**config.mk**
```make
export PLATFORM = sky130hd
export DESIGN_NAME = vdfs_channel
export DESIGN_NICKNAME = d
export VERILOG_FILES = /design/src/vdfs_pkg.sv /design/src/vdfs_channel.sv /design/src/vdfs_filter.sv
export VERILOG_INCLUDE_DIRS = /design/src
export SDC_FILE = /design/constraint.sdc
export NUM_CORES = 1
export LEC_CHECK = 0
export ABC_AREA = 1
export BUFFER_PORTS_ARGS = -buffer_cell sky130_fd_sc_hd__buf_2
export CORE_MARGIN = 3
export CORE_UTILIZATION = 41
export CTS_CLUSTER_DIAMETER = 200
export DETAILED_ROUTE_END_ITERATION = 8
export SLEW_MARGIN = 15
export SYNTH_ARGS = -nofsm -noshare
export SYNTH_HDL_FRONTEND = slang
export SYNTH_SLANG_ARGS = --single-unit
export TNS_END_PERCENT = 5
```
**constraint.sdc**
```tcl
create_clock -name CORE_CLK -period 6.45 [get_ports CORE_CLK]
set_clock_uncertainty 0.1 [all_clocks]
set_input_delay 0.3225 -clock CORE_CLK [delete_from_list [all_inputs] [get_ports CORE_CLK]]
set_output_delay 0.3225 -clock CORE_CLK [all_outputs]
set_load 0.02 [all_outputs]
```
**src/vdfs_map.svh**
```systemverilog
// channel count, widths, threshold and timing counts of the valve driver fault supervisor
`ifndef VDFS_MAP_SVH
`define VDFS_MAP_SVH
`define VDFS_CHANNELS        4
`define VDFS_TARGET_W        10
`define VDFS_DUTY_W          8
`define VDFS_ERR_THRESH      10'h019
`define VDFS_CLK_MHZ         200
`define VDFS_FILTER_US       20
`define VDFS_FILTER_CYC      (`VDFS_FILTER_US * `VDFS_CLK_MHZ)
`define VDFS_CRERR_US        100
`define VDFS_CRERR_CYC       (`VDFS_CRERR_US * `VDFS_CLK_MHZ)
`define VDFS_CNT_W           16
`endif

```
**src/vdfs_pkg.sv**
```systemverilog
// types of the valve driver fault supervisor
`include "vdfs_map.svh"
package vdfs_pkg;
    typedef logic [`VDFS_TARGET_W-1:0] vdfs_target_t;
    typedef logic [`VDFS_CNT_W-1:0]    vdfs_cnt_t;
    typedef enum logic [1:0] {
        VDFS_RUN     = 2'b00,
        VDFS_OC_OFF  = 2'b01,
        VDFS_OT_OFF  = 2'b10,
        VDFS_ARMED   = 2'b11
    } vdfs_state_e;
    typedef struct packed {
        logic open_load;
        logic drain_state;
        logic overcurrent;
        logic overtemp;
        logic regulation_error_flag;
    } vdfs_flags_s;
    typedef struct packed {
        logic below_open_load;
        logic above_reference;
        logic over_current;
        logic over_temp;
    } vdfs_cond_s;
endpackage

```
**src/vdfs_channel.sv**
```systemverilog
// supervision of one current-regulated valve driver channel
//
// Contract
// - target minus measured above threshold for whole delay sets regulation_error_flag
// - threshold is 25 LSB of 2.197 mA, checked only in regulation mode
// - during regulation error the loop keeps running at full or minimum duty
// - regulation error never switches the driver off, only forces full or minimum duty
// - regulation_error_flag latches, cleared by a controller read
// - regulation_disable high turns the channel into a plain PWM switch
// - PWM duty is the 8 upper bits of the target word
// - first PWM period follows first_duty_control
// - 10-bit target, zero means off, all ones means 2.25 A
// - low output for filter time while off sets open-load flag only
// - drain_state is drain above reference filtered over filter_period
// - overcurrent for filter time switches off and sets fault bit
// - after overcurrent, fault_clear then a target command resumes driving
// - overtemperature for filter time switches off, sets bit, clears turn-on command
// - overtemperature recovery needs normal temperature, fault_clear, then target command
`timescale 1ns/100ps
`include "vdfs_map.svh"
module vdfs_channel
    import vdfs_pkg::*;
#(
    parameter int FILTER_CYC = `VDFS_FILTER_CYC,
    parameter int CRERR_CYC  = `VDFS_CRERR_CYC
)
(
    input  wire logic         CORE_CLK,
    input  wire logic         ARST_N,
    input  wire vdfs_target_t TARGET,
    input  wire logic         TARGET_WRITE,
    input  wire logic         REGULATION_DISABLE,
    input  wire logic         FIRST_DUTY_CONTROL,
    input  wire logic         MIN_DUTY_SELECT,
    input  wire logic         FAULT_CLEAR,
    input  wire logic         FLAG_READ,
    input  wire vdfs_target_t ADC_CURRENT,
    input  wire logic         DRIVER_ON,
    input  wire vdfs_cond_s   COND_PIN,
    output vdfs_flags_s       FLAGS,
    output logic              DRIVE_ENABLE,
    output logic              PWM_MODE,
    output logic [7:0]        PWM_DUTY,
    output logic              FIRST_DUTY,
    output logic              FORCE_FULL_DUTY,
    output logic              FORCE_MIN_DUTY,
    output vdfs_target_t      REGULATION_TARGET
);
    localparam vdfs_cnt_t FILT_LIM  = vdfs_cnt_t'(FILTER_CYC);
    localparam vdfs_cnt_t CRERR_LIM = vdfs_cnt_t'(CRERR_CYC);

    // ----------------------------------------------------------------
    // pin synchronisers
    // ----------------------------------------------------------------
    vdfs_cond_s sync1;
    vdfs_cond_s cond;
    always_ff @(posedge CORE_CLK or negedge ARST_N) begin
        if (!ARST_N) begin
            sync1 <= '0;
            cond  <= '0;
        end else begin
            sync1 <= COND_PIN;
            cond  <= sync1;
        end
    end

    // ----------------------------------------------------------------
    // condition filters
    // ----------------------------------------------------------------
    function automatic logic over_thresh(input vdfs_target_t tgt, input vdfs_target_t meas);
        logic [10:0] diff;
        diff = {1'b0, tgt} - {1'b0, meas};
        return !diff[10] && (diff[9:0] > `VDFS_ERR_THRESH);
    endfunction

    logic q_ol;
    logic q_ds;
    logic q_oc;
    logic q_ot;
    logic q_cr;
    logic cr_cond;

    vdfs_target_t cmd;

    // check only in regulation mode with a nonzero stored command
    assign cr_cond = !REGULATION_DISABLE && (cmd != '0) && DRIVE_ENABLE
                     && over_thresh(cmd, ADC_CURRENT);

    vdfs_filter u_ol (.CORE_CLK(CORE_CLK), .ARST_N(ARST_N), .cond(cond.below_open_load && !DRIVER_ON),
                      .limit(FILT_LIM), .qualified(q_ol));
    vdfs_filter u_ds (.CORE_CLK(CORE_CLK), .ARST_N(ARST_N), .cond(cond.above_reference),
                      .limit(FILT_LIM), .qualified(q_ds));
    vdfs_filter u_oc (.CORE_CLK(CORE_CLK), .ARST_N(ARST_N), .cond(cond.over_current),
                      .limit(FILT_LIM), .qualified(q_oc));
    vdfs_filter u_ot (.CORE_CLK(CORE_CLK), .ARST_N(ARST_N), .cond(cond.over_temp),
                      .limit(FILT_LIM), .qualified(q_ot));
    vdfs_filter u_cr (.CORE_CLK(CORE_CLK), .ARST_N(ARST_N), .cond(cr_cond),
                      .limit(CRERR_LIM), .qualified(q_cr));

    // ----------------------------------------------------------------
    // fault state and flags
    // ----------------------------------------------------------------
    vdfs_state_e  state;
    vdfs_state_e  next_state;
    vdfs_flags_s  next_flags;
    vdfs_target_t next_cmd;
    logic         first;
    logic         next_first;

    always_comb begin
        next_state = state;
        next_flags = FLAGS;
        next_cmd   = cmd;
        next_first = first;
        next_flags.drain_state = q_ds;
        // controller read clears, a new event in the same cycle wins
        if (FLAG_READ) begin
            next_flags.regulation_error_flag = 1'b0;
            next_flags.open_load             = 1'b0;
        end
        if (q_cr) begin
            next_flags.regulation_error_flag = 1'b1;
        end
        if (q_ol) begin
            next_flags.open_load = 1'b1;
        end
        if (TARGET_WRITE) begin
            next_cmd   = TARGET;
            next_first = 1'b1;
        end else if (PWM_MODE) begin
            next_first = 1'b0;
        end
        unique case (state)
            VDFS_RUN: begin
                if (q_ot) begin
                    next_state = VDFS_OT_OFF;
                    next_flags.overtemp = 1'b1;
                    next_cmd = '0;
                end else if (q_oc) begin
                    next_state = VDFS_OC_OFF;
                    next_flags.overcurrent = 1'b1;
                end
            end
            VDFS_OC_OFF: begin
                if (FAULT_CLEAR) begin
                    next_state = VDFS_ARMED;
                    next_flags.overcurrent = 1'b0;
                end
            end
            VDFS_OT_OFF: begin
                if (FAULT_CLEAR && !cond.over_temp) begin
                    next_state = VDFS_ARMED;
                    next_flags.overtemp = 1'b0;
                end
            end
            VDFS_ARMED: begin
                if (q_ot) begin
                    next_state = VDFS_OT_OFF;
                    next_flags.overtemp = 1'b1;
                    next_cmd = '0;
                end else if (TARGET_WRITE) begin
                    next_state = VDFS_RUN;
                end
            end
        endcase
    end

    always_ff @(posedge CORE_CLK or negedge ARST_N) begin
        if (!ARST_N) begin
            state <= VDFS_RUN;
            FLAGS <= '0;
            cmd   <= '0;
            first <= 1'b0;
        end else begin
            state <= next_state;
            FLAGS <= next_flags;
            cmd   <= next_cmd;
            first <= next_first;
        end
    end

    // ----------------------------------------------------------------
    // driver steering outputs
    // ----------------------------------------------------------------
    logic         next_en;
    logic         next_pwm;
    logic [7:0]   next_duty;
    logic         next_fd;
    logic         next_full;
    logic         next_min;
    vdfs_target_t next_tgt;

    always_comb begin
        // a regulation error never enters this enable
        next_en   = (state == VDFS_RUN) && (cmd != '0);
        next_pwm  = REGULATION_DISABLE;
        next_duty = cmd[9:2];
        next_fd   = first && FIRST_DUTY_CONTROL;
        next_full = q_cr && !MIN_DUTY_SELECT && !REGULATION_DISABLE;
        next_min  = q_cr && MIN_DUTY_SELECT && !REGULATION_DISABLE;
        next_tgt  = cmd;
    end

    always_ff @(posedge CORE_CLK or negedge ARST_N) begin
        if (!ARST_N) begin
            DRIVE_ENABLE      <= 1'b0;
            PWM_MODE          <= 1'b0;
            PWM_DUTY          <= 8'h00;
            FIRST_DUTY        <= 1'b0;
            FORCE_FULL_DUTY   <= 1'b0;
            FORCE_MIN_DUTY    <= 1'b0;
            REGULATION_TARGET <= '0;
        end else begin
            DRIVE_ENABLE      <= next_en;
            PWM_MODE          <= next_pwm;
            PWM_DUTY          <= next_duty;
            FIRST_DUTY        <= next_fd;
            FORCE_FULL_DUTY   <= next_full;
            FORCE_MIN_DUTY    <= next_min;
            REGULATION_TARGET <= next_tgt;
        end
    end
endmodule

```
**src/vdfs_filter.sv**
```systemverilog
// qualifies one condition that must hold continuously for a number of cycles
`timescale 1ns/100ps
module vdfs_filter
    import vdfs_pkg::*;
(
    input  wire logic      CORE_CLK,
    input  wire logic      ARST_N,
    input  wire logic      cond,
    input  wire vdfs_cnt_t limit,
    output logic           qualified
);
    vdfs_cnt_t cnt;
    vdfs_cnt_t next_cnt;
    logic      next_qualified;

    always_comb begin
        next_cnt       = cnt;
        next_qualified = 1'b0;
        if (!cond) begin
            next_cnt = '0;
        end else if (cnt >= limit - 16'h0001) begin
            next_qualified = 1'b1;
        end else begin
            next_cnt = cnt + 16'h0001;
        end
    end

    always_ff @(posedge CORE_CLK or negedge ARST_N) begin
        if (!ARST_N) begin
            cnt       <= '0;
            qualified <= 1'b0;
        end else begin
            cnt       <= next_cnt;
            qualified <= next_qualified;
        end
    end
endmodule

```
==> results.sh <==
export IMPL_outcome="complete, no violations"
export IMPL_hp_class="input pin to register"
export IMPL_syn_num_nets=875
export IMPL_final_util_pct=49.9
export IMPL_diodes=0
export IMPL_post_cts_buffers=0
export IMPL_setup_viol=0
export IMPL_io_pins=61
export IMPL_die_area_mm2=0.0175
export IMPL_syn_cell_area_mm2=0.00656
export IMPL_core_mm2=0.0154
export IMPL_syn_to_final_growth_pct=17.4
export IMPL_relSlewSlack_pct=35.9
export IMPL_drt_total_wl_um=13200
export IMPL_yosys_area_top_type="dfrtp_1"
export IMPL_hold_viol=0
export IMPL_synth_edf_count=0
export IMPL_vdd_drop_max_v=0.000159
export IMPL_numCtsBuffers=17
export IMPL_drc=0
export IMPL_grt_pass1_vias=5037
export IMPL_fin_nets=945
export IMPL_synth_commonest_cells="nand2_1, inv_1, dfrtp_1"
export IMPL_power_density_mw_per_mm2=254
export IMPL_clock_latency_ns=0.41
export IMPL_clock_sinks=126
export IMPL_clk_path_buf_depth=2
export IMPL_post_route_period_util_pct=35.0
export IMPL_dieHeight_um=132
export IMPL_fin_tns_setup_ns=0
export IMPL_viasPerCell=4.78
export IMPL_start_kind="register"
export IMPL_gr_total_overflow=0
export IMPL_syn_avg_cell_area_um2=7.99
export IMPL_grtUsageMet3_pct=4.33
export IMPL_grt_use_total_pct=15.7
export IMPL_die_w_um=132
export IMPL_portBuffers=60
export IMPL_drive_gt1_share_pct=12.3
export IMPL_gp_congestion=0.822
export IMPL_critPathKind="register to register"
export IMPL_dp_hpwl_um=9390
export IMPL_rows=45
export IMPL_seq_area_frac_synth_pct=48.1
export IMPL_start_util_pct=42.5
export IMPL_synth_flop_cell="dfrtp_1"
export IMPL_grt_met1_usage_pct=21.1
export IMPL_h_tree_depth=4
export IMPL_endpoint_kind="register"
export IMPL_post_synth_top_count_cell="nand2_1"
export IMPL_wire_per_inst_um=11.9
export IMPL_p_leak_nw=3.83
export IMPL_ys_warn_count=0
export IMPL_first_iter_violations=248
export IMPL_maxCapViolations=0
export IMPL_cts_tree="yes"
export IMPL_dr_pass1_iters=4
export IMPL_use_met2_pct=25.0
export IMPL_fmaxAchievable_mhz=443
export IMPL_path_clk_slew_ns=0.05
export IMPL_ant_nets=0
export IMPL_syn_inst=821
export IMPL_maxSlewViolCount=0
export IMPL_synth_seq_cells=126
export IMPL_rsz0062_at_grt="no"
export IMPL_yosys_area_top_type_share_pct=48.1
export IMPL_vias=5324
export IMPL_cp_max_fo=17
export IMPL_worst_pin_slew_ns=0.961
export IMPL_antenna_found_initial=0
export IMPL_required_ns=6.64
export IMPL_grt_max_degree=79
export IMPL_root_buffer="clkbuf_16"
export IMPL_synthTopCellsByArea="dfrtp_1, nand2_1, inv_1, nor2_1, nand3_1"
export IMPL_synth_cell_types=37
export IMPL_grt_first_pass_wirelength_um=22900
export IMPL_min_period_ns=2.26
export IMPL_arrival_ns=2.45
export IMPL_async_flop_share_pct=100
export IMPL_busiest_layer="met2"
[what timing repair did]
item / 4_1_cts / 5_1_grt
hold buffers: 9 / 0
resized for setup: 0 / 0
hold endpoints to repair: 57 / 0
[cell usage in the layout, fill, tap and decap left out, types with 2 or more instances in the layout]
cell           synthesis  final
nand2_1              191    191
inv_1                133    133
dfrtp_1              126    126
nor2_1                79     79
buf_2                  3     59
nand3_1               57     57
o21ai_0               41     41
nand4_1               36     36
a21oi_1               26     26
nor3_1                21     21
ha_1                  20     20
clkbuf_16              0     17
xor2_1                13     13
dlygate4sd3_1          0      9
o31ai_1                8      8
nor4_1                 7      7
nor2_2                 5      5
o21bai_1               5      5
o21ai_2                5      5
nand3b_1               4      4
clkbuf_1               5      4
clkinv_2               0      4
nand2_2                3      3
nand2_4                3      3
xnor2_1                3      3
o21ai_1                3      3
clkbuf_8               0      3
bufinv_16              0      3
inv_2                  2      2
or2_2                  2      2
[worst max-delay path, stage by stage (launching register included)]
cell     delay, ns
dfrtp_1       0.40
inv_1         0.06
ha_1          0.14
inv_1         0.08
fa_1          0.43
nand3_1       0.12
nand2_1       0.08
nand2_1       0.08
nand3_1       0.07
nand2_1       0.08
nand2_1       0.04
nor2_1        0.13
nand2_2       0.08
nand2_4       0.18
nor2_1        0.07
[power breakdown]
part           internal (W)  switching [W]  leakage [nW]
sequential         0.000812      0.0000202          1.68
clock              0.000633       0.000325         0.294
combinational     0.0000593       0.000106          1.85
[per-stage QoR]
stage | instances | power [W] | setup slack, ns | area [um2] | hold WS (ns)
2_1_floorplan | 821 | 0.000954 | 4.36 | 6560 | -0.0731
3_3_place_gp | 1074 | 0.00101 | 4.25 | 7020 | 0.193
3_5_place_dp | 1074 | 0.00101 | 4.20 | 7020 | 0.190
4_1_cts | 1114 | 0.00199 | 4.19 | 7700 | 0.0369
5_1_grt | 1114 | 0.00205 | 3.95 | 7700 | 0.0506
6_report | 1114 | 0.00196 | 4.19 | 7700 | 0.0577
[per-layer routing]
layer  up-vias  wire [um]
li1       2786          -
met1      2461       6550
met2        70       6100
met3         7        482
met4         0        110
met5         -          0
[registers in the layout, summed over array words and instances, names as in the netlist, 2 cells and up]
name               count
u_cr.cnt              16
u_ds.cnt              16
u_oc.cnt              16
u_ol.cnt              16
u_ot.cnt              16
cmd                   10
REGULATION_TARGET      9
FLAGS                  5
cond                   4
sync1                  4
state                  2
[area by class of cell]
| class | instances | area [um2] |
|---|---|---|
| Timing Repair Buffer | 70 | 404 |
| Inverter | 135 | 507 |
| Multi-Input combinational cell | 541 | 2780 |
| Sequential cell | 126 | 3150 |
| Clock buffer | 24 | 482 |
| Clock inverter | 7 | 110 |
| Fill cell | 1541 | 7730 |
| Tap cell | 211 | 264 |
[path summary, 6_finish.rpt]
| kind | startpoint | endpoint | slack, ns | depth (start not counted) |
|---|---|---|---|---|
| min in group asynchronous | ARST_N | REGULATION_TARGET[1]$_DFF_PN0_ | 0.30 | 2 |
| setup / recovery | cmd[0]$_DFF_PN0_ | u_cr.cnt[11]$_DFFE_PN0P_ | 4.19 | 14 |
| max in group asynchronous | ARST_N | u_oc.cnt[10]$_DFFE_PN0N_ | 4.62 | 3 |
| hold reg to reg | sync1[0]$_DFF_PN0_ | cond[0]$_DFF_PN0_ | 0.25 | 0 |
| hold / removal | TARGET[4] | cmd[4]$_DFF_PN0_ | 0.06 | 3 |
| setup reg to reg | cmd[0]$_DFF_PN0_ | u_cr.cnt[11]$_DFFE_PN0P_ | 4.19 | 14 |
[kinds of logic after synthesis]
group / after synthesis / synth area share, %
compound gates: 92 / 7.94
xor+xnor: 16 / 2.14
fa+ha+maj: 21 / 4.12
buf+inv: 154 / 9.56
flops: 126 / 48.1
simple gates: 412 / 28.2
Note: power is estimated with default switching activity, not from simulation.
